[config.mk]
export PLATFORM = sky130hd
export DESIGN_NAME = csfd_top
export DESIGN_NICKNAME = d
export VERILOG_FILES = /design/src/csfd_pkg.sv /design/src/csfd_sext.sv /design/src/csfd_top.sv
export SDC_FILE = /design/constraint.sdc
export NUM_CORES = 1
export LEC_CHECK = 0
export BUFFER_PORTS_ARGS = -buffer_cell sky130_fd_sc_hd__buf_2
export CAP_MARGIN = 10
export CORE_MARGIN = 2
export CORE_UTILIZATION = 45
export DETAILED_ROUTE_END_ITERATION = 7
export PLACE_DENSITY = 0.94
export RECOVER_POWER = 25
export SKIP_LAST_GASP = 1
export SYNTH_ARGS = -nofsm -noshare
export SYNTH_HDL_FRONTEND = slang
export SYNTH_SLANG_ARGS = --single-unit
[constraint.sdc]
create_clock -name clk_in -period 3.3 [get_ports clk_in]
set_input_delay 0.66 -clock clk_in [delete_from_list [all_inputs] [get_ports clk_in]]
set_output_delay 0.66 -clock clk_in [all_outputs]
set_load 0.02 [all_outputs]
[src/csfd_pkg.sv]
// Purpose: shared constants and types for the status flag and decode block
// Assumes: 32-bit apb data, one aligned word per register
// Notes: flag byte order is c z s v d h u2 u1 from the top bit
package csfd_pkg;

    localparam int CSFD_AW = 12;
    localparam logic [CSFD_AW-1:0] CSFD_OFS_FLAGS = 12'h000;
    localparam logic [CSFD_AW-1:0] CSFD_OFS_DECODE = 12'h004;

    localparam int CSFD_BIT_C = 7;
    localparam int CSFD_BIT_Z = 6;
    localparam int CSFD_BIT_S = 5;
    localparam int CSFD_BIT_V = 4;
    localparam int CSFD_BIT_D = 3;
    localparam int CSFD_BIT_H = 2;
    localparam int CSFD_BIT_U2 = 1;
    localparam int CSFD_BIT_U1 = 0;

    // status bits (upper six) reset value; user bits have none
    localparam logic [5:0] CSFD_STATUS_RST = 6'h00;
    localparam logic [7:0] CSFD_ESCAPE_OP = 8'h1f;
    localparam int CSFD_DISP_W = 8;
    localparam int CSFD_ADDR_W = 16;

    typedef enum logic [3:0] {
        CSFD_CC_F, CSFD_CC_LT, CSFD_CC_LE, CSFD_CC_ULE,
        CSFD_CC_OV, CSFD_CC_MI, CSFD_CC_EQ, CSFD_CC_C,
        CSFD_CC_T, CSFD_CC_GE, CSFD_CC_GT, CSFD_CC_UGT,
        CSFD_CC_NOV, CSFD_CC_PL, CSFD_CC_NE, CSFD_CC_NC
    } csfd_cond_t;

    typedef enum logic [1:0] {
        CSFD_ENTRY_IRQ, CSFD_ENTRY_SWTRAP, CSFD_ENTRY_ILLEGAL
    } csfd_entry_t;

    // mask selects which of c z s v d h an operation writes
    typedef struct packed {
        logic [5:0] mask;
        logic [5:0] value;
    } csfd_upd_t;

    // explicit user flag command: mask bit1 = user two, bit0 = user one
    typedef struct packed {
        logic [1:0] mask;
        logic [1:0] value;
    } csfd_user_t;

    typedef struct packed {
        logic valid;
        logic second_map;
        logic [7:0] opcode;
    } csfd_dec_t;

endpackage

[src/csfd_sext.sv]
// Purpose: registered sign extension of an index or displacement byte
// Assumes: input width below output width
// Notes: result held until the next valid input
`timescale 1ns/1ps
module csfd_sext #(
    parameter int IN_W = 8,
    parameter int OUT_W = 16
) (
    input wire logic clk_in,
    input wire logic rst_in,
    input wire logic valid_in,
    input wire logic [IN_W-1:0] data_in,
    output logic valid_out,
    output logic [OUT_W-1:0] data_out
);
    logic [OUT_W-1:0] next_data;
    logic next_valid;

    always_comb begin
        next_valid = valid_in;
        next_data = data_out;
        if (valid_in) begin
            next_data = {{(OUT_W-IN_W){data_in[IN_W-1]}}, data_in};
        end
    end

    always_ff @(posedge clk_in or posedge rst_in) begin
        if (rst_in) begin
            valid_out <= 1'b0;
            data_out <= '0;
        end else begin
            valid_out <= next_valid;
            data_out <= next_data;
        end
    end
endmodule // csfd_sext

[src/csfd_top.sv]
// Purpose: cpu status flag byte, jump condition test, opcode map select, apb view
// Assumes: cpu core drives one-cycle strobes synchronous to clk_in
// Notes: user flag bits have no reset and power up unknown
//
// Behaviour
// - six status bits follow the most recent alu, bit, rotate or shift result
// - carry, overflow, zero and sign feed conditional jump tests
// - half-carry and decimal bits are never jump conditions, bcd only
// - user bits survive alu operations; change only by explicit set or clear, apb flag write or interrupt return
// - user bits are never offered as jump conditions
// - user bits undefined at power-up and untouched by reset
// - interrupt, software trap and illegal trap push the flag byte
// - interrupt return reloads the flag byte from the stack value
// - index and displacement bytes are signed 8-bit values
`timescale 1ns/1ps
module csfd_top
    import csfd_pkg::*;
(
    input wire logic clk_in,
    input wire logic rst_in,
    input wire logic psel_in,
    input wire logic penable_in,
    input wire logic pwrite_in,
    input wire logic [CSFD_AW-1:0] paddr_in,
    input wire logic [31:0] pwdata_in,
    output logic [31:0] prdata_out,
    output logic pready_out,
    output logic pslverr_out,
    input wire logic upd_valid_in,
    input wire csfd_upd_t upd_in,
    input wire logic user_valid_in,
    input wire csfd_user_t user_in,
    input wire logic entry_valid_in,
    input wire csfd_entry_t entry_kind_in,
    input wire logic ret_valid_in,
    input wire logic [7:0] ret_flags_in,
    input wire logic cond_valid_in,
    input wire csfd_cond_t cond_in,
    input wire logic op_valid_in,
    input wire logic [7:0] op_in,
    input wire logic disp_valid_in,
    input wire logic [CSFD_DISP_W-1:0] disp_in,
    output logic [7:0] flags_out,
    output logic push_valid_out,
    output logic [7:0] push_data_out,
    output csfd_entry_t push_kind_out,
    output logic cond_done_out,
    output logic cond_true_out,
    output csfd_dec_t dec_out,
    output logic disp_valid_out,
    output logic [CSFD_ADDR_W-1:0] disp_out
);
    logic [5:0] status;
    logic [5:0] next_status;
    logic [1:0] user;
    logic [1:0] next_user;
    logic acc;
    logic apb_wr;
    logic wr_flags;
    logic [7:0] flag_byte;

    assign flag_byte = {status, user};
    assign acc = psel_in && penable_in && pready_out;
    assign apb_wr = acc && pwrite_in;
    assign wr_flags = apb_wr && (paddr_in == CSFD_OFS_FLAGS);

    // status bits; return beats a software write, which beats an alu update
    always_comb begin
        next_status = status;
        if (ret_valid_in) begin
            next_status = ret_flags_in[7:2];
        end else if (wr_flags) begin
            next_status = pwdata_in[7:2];
        end else if (upd_valid_in) begin
            next_status = (status & ~upd_in.mask) | (upd_in.value & upd_in.mask);
        end
    end

    always_ff @(posedge clk_in or posedge rst_in) begin
        if (rst_in) begin
            status <= CSFD_STATUS_RST;
        end else begin
            status <= next_status;
        end
    end

    // user bits: alu updates never reach here
    always_comb begin
        next_user = user;
        if (ret_valid_in) begin
            next_user = ret_flags_in[1:0];
        end else if (wr_flags) begin
            next_user = pwdata_in[1:0];
        end else if (user_valid_in) begin
            next_user = (user & ~user_in.mask) | (user_in.value & user_in.mask);
        end
    end

    // no reset on purpose: reset must leave these bits alone
    always_ff @(posedge clk_in) begin
        user <= next_user;
    end

    // flag byte out and stack push
    logic [7:0] next_flags_q;
    logic next_push_valid;
    logic [7:0] next_push_data;
    csfd_entry_t next_push_kind;

    always_comb begin
        next_flags_q = {next_status, next_user};
        next_push_valid = entry_valid_in;
        next_push_data = push_data_out;
        next_push_kind = push_kind_out;
        if (entry_valid_in) begin
            next_push_data = flag_byte;
            next_push_kind = entry_kind_in;
        end
    end

    always_ff @(posedge clk_in or posedge rst_in) begin
        if (rst_in) begin
            push_valid_out <= 1'b0;
            push_data_out <= 8'h00;
            push_kind_out <= CSFD_ENTRY_IRQ;
        end else begin
            push_valid_out <= next_push_valid;
            push_data_out <= next_push_data;
            push_kind_out <= next_push_kind;
        end
    end

    // mirror of the flag byte; user bits follow their own unreset flops
    always_ff @(posedge clk_in) begin
        flags_out <= next_flags_q;
    end

    // condition test uses only c v z s
    logic c_f;
    logic z_f;
    logic s_f;
    logic v_f;
    logic cond_hit;
    logic next_cond_done;
    logic next_cond_true;

    assign c_f = flag_byte[CSFD_BIT_C];
    assign z_f = flag_byte[CSFD_BIT_Z];
    assign s_f = flag_byte[CSFD_BIT_S];
    assign v_f = flag_byte[CSFD_BIT_V];

    always_comb begin
        case (cond_in)
            CSFD_CC_F: cond_hit = 1'b0;
            CSFD_CC_LT: cond_hit = s_f ^ v_f;
            CSFD_CC_LE: cond_hit = z_f | (s_f ^ v_f);
            CSFD_CC_ULE: cond_hit = c_f | z_f;
            CSFD_CC_OV: cond_hit = v_f;
            CSFD_CC_MI: cond_hit = s_f;
            CSFD_CC_EQ: cond_hit = z_f;
            CSFD_CC_C: cond_hit = c_f;
            CSFD_CC_T: cond_hit = 1'b1;
            CSFD_CC_GE: cond_hit = ~(s_f ^ v_f);
            CSFD_CC_GT: cond_hit = ~(z_f | (s_f ^ v_f));
            CSFD_CC_UGT: cond_hit = ~c_f & ~z_f;
            CSFD_CC_NOV: cond_hit = ~v_f;
            CSFD_CC_PL: cond_hit = ~s_f;
            CSFD_CC_NE: cond_hit = ~z_f;
            CSFD_CC_NC: cond_hit = ~c_f;
            default: cond_hit = 1'b0;
        endcase
        next_cond_done = cond_valid_in;
        next_cond_true = cond_true_out;
        if (cond_valid_in) begin
            next_cond_true = cond_hit;
        end
    end

    always_ff @(posedge clk_in or posedge rst_in) begin
        if (rst_in) begin
            cond_done_out <= 1'b0;
            cond_true_out <= 1'b0;
        end else begin
            cond_done_out <= next_cond_done;
            cond_true_out <= next_cond_true;
        end
    end

    // opcode map select
    typedef enum logic {CSFD_MAP_FIRST, CSFD_MAP_SECOND} csfd_map_state_t;
    csfd_map_state_t map_state;
    csfd_map_state_t next_map_state;
    csfd_dec_t next_dec;

    always_comb begin
        next_map_state = map_state;
        next_dec = dec_out;
        next_dec.valid = 1'b0;
        case (map_state)
            CSFD_MAP_FIRST: begin
                if (op_valid_in && op_in == CSFD_ESCAPE_OP) begin
                    next_map_state = CSFD_MAP_SECOND;
                end else if (op_valid_in) begin
                    next_dec = '{valid: 1'b1, second_map: 1'b0, opcode: op_in};
                end
            end
            CSFD_MAP_SECOND: begin
                if (op_valid_in) begin
                    next_dec = '{valid: 1'b1, second_map: 1'b1, opcode: op_in};
                    next_map_state = CSFD_MAP_FIRST;
                end
            end
            default: next_map_state = CSFD_MAP_FIRST;
        endcase
    end

    always_ff @(posedge clk_in or posedge rst_in) begin
        if (rst_in) begin
            map_state <= CSFD_MAP_FIRST;
            dec_out <= '0;
        end else begin
            map_state <= next_map_state;
            dec_out <= next_dec;
        end
    end

    // signed displacement for indexed and relative forms
    csfd_sext #(.IN_W(CSFD_DISP_W), .OUT_W(CSFD_ADDR_W)) u_sext (
        .clk_in(clk_in),
        .rst_in(rst_in),
        .valid_in(disp_valid_in),
        .data_in(disp_in),
        .valid_out(disp_valid_out),
        .data_out(disp_out)
    );

    // apb slave, one wait-free access phase
    logic [31:0] next_prdata;
    logic next_pready;
    logic next_pslverr;
    logic setup;
    logic mapped;

    assign setup = psel_in && !penable_in;
    assign mapped = (paddr_in == CSFD_OFS_FLAGS) || (paddr_in == CSFD_OFS_DECODE);

    always_comb begin
        next_pready = setup;
        next_pslverr = setup && !mapped;
        next_prdata = 32'h0000_0000;
        if (setup && !pwrite_in) begin
            if (paddr_in == CSFD_OFS_FLAGS) begin
                next_prdata = {24'h00_0000, flag_byte};
            end else if (paddr_in == CSFD_OFS_DECODE) begin
                next_prdata = {22'h00_0000, (map_state == CSFD_MAP_SECOND), dec_out.second_map, dec_out.opcode};
            end
        end
    end

    always_ff @(posedge clk_in or posedge rst_in) begin
        if (rst_in) begin
            pready_out <= 1'b0;
            pslverr_out <= 1'b0;
            prdata_out <= 32'h0000_0000;
        end else begin
            pready_out <= next_pready;
            pslverr_out <= next_pslverr;
            prdata_out <= next_prdata;
        end
    end

    // user bits power up unknown, so their check waits for a first full load
    logic user_known;
    logic next_user_known;

    always_comb begin
        next_user_known = user_known || ret_valid_in || wr_flags;
    end

    always_ff @(posedge clk_in or posedge rst_in) begin
        if (rst_in) begin
            user_known <= 1'b0;
        end else begin
            user_known <= next_user_known;
        end
    end
endmodule // csfd_top

After elaboration in Yosys (flattened, before gate mapping)
Index checks and enable logic that the tools add are counted.
- register bits after elaboration: 83
- output and inout bits: 82
- reductions and logical operators: 15
- multiplexer cells: 17
- eq/ne operators: 20
- bitwise logic cells: 19
- operators with widths (kind ; number):
    $mux W10 ; 6
    $eq A4 B4 Y1 const B ; 8
    $pmux W10 S2 ; 1
    $mux W6 ; 3
    $eq A4 B3 Y1 const B ; 4
    $pmux W1 S16 ; 1
    $and A6 B6 Y6 ; 2
    $eq A12 B3 Y1 const B ; 1
    $logic_not A12 Y1 ; 1
    $eq A4 B2 Y1 const B ; 2
    $eq A8 B5 Y1 const B ; 1
    $logic_and A1 B1 Y1 ; 8
    $not A1 Y1 ; 7
    $mux W2 ; 3
    $ne A2 B2 Y1 const B ; 3
    $not A6 Y6 ; 1
    $or A6 B6 Y6 ; 1
    $and A2 B2 Y2 ; 2
    $eq A4 B1 Y1 const B ; 1
    $logic_not A4 Y1 ; 1
    $logic_not A1 Y1 ; 3
    $reduce_and A3 Y1 ; 1
    $mux W1 ; 2
    $not A2 Y2 ; 1
    other kinds (6) ; 7

Logic depth before layout (Yosys ltp)
- word-level depth: 6
- gate-level depth with buffers: 6

By module
A second synthesis with hierarchy kept.
- cells, all modules: 238
- area, all modules: 2760.1 µm²
- by module, submodules not included (module ; cells each ; seq. area each (µm²) ; times used ; area each (µm²)):
    csfd_top ; 211 ; 1231.2 ; 1 ; 2339.7
    csfd_sext ; 27 ; 225.2 ; 1 ; 420.4

Least setup slack after synthesis
OpenSTA, ideal clock, no wires.
- path kind: input -> register
- start: input op_in[5]
- end: register dec_out[0] in the netlist's numbering
- cell stages on the path: 3
- setup time: 0.125 ns
- required time: 3.175 ns
- slack: 1.228 ns
- arrival: 1.947 ns
- path buffers: 0
- path through: or4b_4 o31ai_4 mux2_2
- cells in the longest elaborated chain, start to end: 4
- RTL lines (item ; line ; text):
    start, declared ; csfd_top.sv:40 ; input wire logic [7:0] op_in,
    $eq A8 B5 Y1 ; csfd_top.sv:201 ; if (op_valid_in && op_in == CSFD_ESCAPE_OP) begin
    $logic_and A1 B1 Y1 ; csfd_top.sv:201 ;
    $ne A2 B2 Y1 (no source line) ; n/a ;
    $reduce_and A3 Y1 (no source line) ; n/a ;
    end signal, assigned ; csfd_top.sv:223 ; dec_out <= next_dec;
    end, declared ; csfd_top.sv:49 ; output csfd_dec_t dec_out,
Every way passes these cells.
A chain may end at the register's enable or synchronous reset.

Final worst setup path
- start: input paddr_in[4]
- end: register prdata_out[4]
- cells in the longest elaborated chain, start to end: 4
- elaborated cells on any way between the ends: 5
- RTL lines (item ; line ; text):
    start, declared ; csfd_top.sv:24 ; input wire logic [CSFD_AW-1:0] paddr_in,
    $eq A12 B3 Y1 ; csfd_top.sv:254 ; end else if (paddr_in == CSFD_OFS_DECODE) begin
    $mux W10 ; csfd_top.sv:254 ;
    $mux W10 * ; csfd_top.sv:252 ; if (paddr_in == CSFD_OFS_FLAGS) begin
    $mux W10 * ; csfd_top.sv:251 ; if (setup && !pwrite_in) begin
    named net next_prdata[4] ; csfd_top.sv:238 ; logic [31:0] next_prdata;
    end signal, assigned ; csfd_top.sv:268 ; prdata_out <= next_prdata;
    end, declared ; csfd_top.sv:26 ; output logic [31:0] prdata_out,
Mark *: on every way through the listed nets, which the timed path passes. The rest lies on a longest branch.

==> impl_metrics.py <==
metrics = {
    "clock_network": {
        "hold_buffers": 0,
        "cts_root_buffer": "clkbuf_8",
        "cts_tree": "yes",
        "ctsResizeCount": 0,
        "clock_latency_ps": 320,
        "clk_pin_slew_worst_paths_ps": 60,
        "postCtsSetupBuffers": 0,
        "clk_path_buf_depth": 2,
        "cts_num_sinks": 59,
        "cts_made_buffers": 9,
        "htree_levels": 3,
    },
    "synth": {
        "synth_edf_count": 2,
        "netlist-cell-type-count": 39,
        "synthCells": 240,
        "synth_compound_area_share_pct": 11.6,
        "muxShareOfSynthArea_pct": 10.3,
        "synthArstFlopShare_pct": 86.4,
        "synth-simple-area-share_pct": 13.7,
        "ys.warnings.count": 0,
        "yosys_register_bits": 59,
        "syn_area_mm2": 0.00274,
        "ys.flop_type": "dfrtp_1",
        "synthAdderAreaFrac_pct": 0,
        "synth_area_per_cell_um2": 11.4,
        "yosysSeqAreaShare_pct": 53.2,
        "synth_top_family_by_area": "simple AND/OR/NAND/NOR gates",
        "synth_xor_area_share_pct": 0.320,
    },
    "routing": {
        "viasPerCell": 5.10,
        "drc": 0,
        "drtPass1Iterations": 4,
        "ant_nets": 0,
        "first_iter_violations": 85,
        "wire_per_inst_um": 14.3,
        "drt-total-wl_um": 6440,
        "routed-via-count": 2292,
    },
    "global_route": {
        "overflow": 0,
        "first_global_vias": 1984,
        "grt_usage_pct": 19.0,
        "grt_max_degree": 52,
        "grt_pass1_wl_um": 9220,
        "antenna_found_initial": 0,
    },
    "run_status": {
        "violations": "max-capacitance violations, max-slew violations",
        "outcome": "complete, but fails checks",
    },
    "critical_path": {
        "path_delay_family": "simple AND/OR/NAND/NOR gates",
        "crit_chain": "buf_2 > nor4_1 > and3_1 > and3_1 > a22o_1",
        "r2r_cells": 4,
        "rrSetupSlack_ps": 1600,
        "slowest_delay_ps": 480,
        "timing.rr.start": "status[2]",
        "crit_path_top_delay_cell": "and3_1",
        "critPathCaptureType": "flip-flop",
        "crit_arrival_ps": 2340,
        "critical_path_class": "input pin to flip-flop",
        "r2r_end": "cond_true_out",
        "cp_num_buf_inv": 1,
        "critical_path.most_common_cell": "and3_1",
        "crit_fanout": 10,
        "critPathLaunchType": "input pin",
        "cp_data_required_time_ps": 3560,
    },
    "power_and_ir_drop": {
        "comb_power_share_pct": 17.4,
        "intPower_uw": 1410,
        "peakVddDrop_mv": 0.257,
        "total_power_uw": 1920,
        "p_clk_share_pct": 39.2,
        "seqPwrFrac_pct": 43.4,
        "switchingPower_uw": 512,
        "power.density_mw_per_mm2": 539,
        "p_leak_uw": 0.00183,
        "swShare_pct": 26.7,
    },
    "cells_and_area": {
        "syn2layout_area_growth_pct": 30.1,
        "n_antenna_cell": 0,
        "drive_gt1_share_pct": 47.6,
        "nets": 471,
    },
    "worst_hold_path": {
        "min_to": "cond_done_out",
        "hold_path.class": "input pin to flip-flop",
        "min_from": "cond_valid_in",
        "holdPathStages": 1,
    },
    "placement": {
        "gp_congestion": 0.694,
        "hpwl_um": 5070,
        "numPortBuffers": 137,
    },
    "floorplanning": {
        "fp.coreArea_mm2": 0.00589,
        "dieWidth_um": 82.0,
        "die_h_um": 82.0,
        "ios": 184,
        "dieArea_mm2": 0.00672,
        "fp-row-count": 28,
        "initial_core_util_pct": 46.5,
    },
    "sta": {
        "period_share_pct": 63.0,
        "drv_slew": 52,
        "tightest_slew_ps": 1850,
        "hold_viol": 0,
        "setup_tns_ps": 0,
        "fin_crit_ps": 2080,
        "fin_skew_ps": 6.02,
        "maxSlewHeadroom_pct": -23.5,
        "fmax_ghz": 0.481,
        "finalSetupViolations": 0,
        "grt_setup_unrepaired": "no",
    },
    "job": {
        "max_cap_viol_count": 1,
    },
}
cell type report:
type | count | area [um^2]
clock buffer | 12 | 166
clock inverter | 4 | 70.1
fill | 499 | 2330
inverter | 5 | 18.8
multi-input combinational | 156 | 1060
sequential | 59 | 1460
tap | 75 | 93.8
timing repair buffer | 138 | 689
cells by family (layout without fill, tap and decap cells):
group	after synthesis	count (layout)
AO/OA/AOI/OAI	40	40
AND/OR/NAND/NOR	68	68
flip-flops	59	59
buffers and inverters	46	159
other	1	22
XOR/XNOR	1	1
multiplexers	25	25
synthesized netlist by cell type, types with 2 or more instances:
master | n | share of area, %
dfrtp_1 | 51 | 47
buf_4 | 31 | 8.5
nand2_1 | 26 | 3.6
mux2_2 | 25 | 10
a22o_1 | 9 | 2.9
and3_1 | 8 | 1.8
nor3_1 | 8 | 1.5
a221oi_1 | 6 | 1.9
clkbuf_1 | 6 | 0.82
dfxtp_1 | 6 | 4.4
nor2_1 | 6 | 0.82
o31ai_1 | 6 | 1.6
inv_1 | 5 | 0.69
nor2b_1 | 5 | 1.1
buf_2 | 4 | 0.73
o21ai_0 | 4 | 0.73
a21oi_1 | 3 | 0.55
a31oi_1 | 3 | 0.69
nor4_1 | 3 | 0.69
and2_1 | 2 | 0.46
edfxtp_1 | 2 | 2.2
o211ai_1 | 2 | 0.55
o21a_1 | 2 | 0.55
or4bb_1 | 2 | 0.82
placed cells by master, fill, tap and decap left out, types with 5 or more instances in the layout:
| cell | count |
|---|---|
| buf_2 | 134 |
| dfxtp_1 | 6 |
| nand2_1 | 26 |
| a22o_1 | 9 |
| clkbuf_8 | 10 |
| a221oi_1 | 6 |
| dfrtp_1 | 51 |
| mux2_2 | 24 |
| nor3_1 | 8 |
| conb_1 | 22 |
| and3_1 | 8 |
| nor2_1 | 6 |
| inv_1 | 5 |
| o31ai_1 | 6 |
| nor2b_1 | 5 |
worst register-to-register path: cells and delay by family, from the launching register on:
| family | cells | cell delay [ps] |
|---|---|---|
| flip-flops | 1 | 530 |
| AND/OR/NAND/NOR | 1 | 510 |
| AO/OA/AOI/OAI | 3 | 560 |
registers in the layout, indices dropped and copies added, names as in the netlist:
signal	cells
dec_out	10
prdata_out	10
flags_out	8
push_data_out	8
u_sext.data_out	8
status	6
push_kind_out	2
cond_done_out	1
cond_true_out	1
map_state	1
pready_out	1
pslverr_out	1
push_valid_out	1
u_sext.valid_out	1
per-layer routing:
metal	up-vias	part of all wire [%]	GRT usage, %
met2	116	51	33.3
li1	1071	-	-
met5	-	0	0
met3	8	7.4	4.40
met4	0	1.7	9.00
met1	1097	40	21.6
worst max-delay path by stage:
stage	from	end	slack [ps]	cells after the start
after CTS	paddr_in[4]	prdata_out[2]	1240	5
after global placement	paddr_in[1]	prdata_out[2]	970	5
final	paddr_in[4]	prdata_out[4]	1220	5
after floorplan	op_in[5]	dec_out[0]	1230	3
after detailed placement	paddr_in[4]	prdata_out[2]	890	5
after global routing	rst_in	status[0]	870	2
through the flow:
step,instance area [um^2],cells,util (%),setup slack [ps],hold WS (ps)
2_1_floorplan,2810,261,-,1230,483
3_3_place_gp,3330,433,56.5,968,484
3_5_place_dp,3330,433,56.5,891,495
4_1_cts,3560,449,60.5,1240,472
5_1_grt,3560,449,60.5,866,499
6_report,3560,449,60.5,1220,500
power groups by stage:
stage	clock, uW	sequential (uW)	combinational, uW
after global routing	805	841	364
after CTS	770	833	338
after global placement	0	843	328
final	752	833	334
after floorplan	0	899	175
after detailed placement	0	847	337
Power figures use the tool's default switching activity.
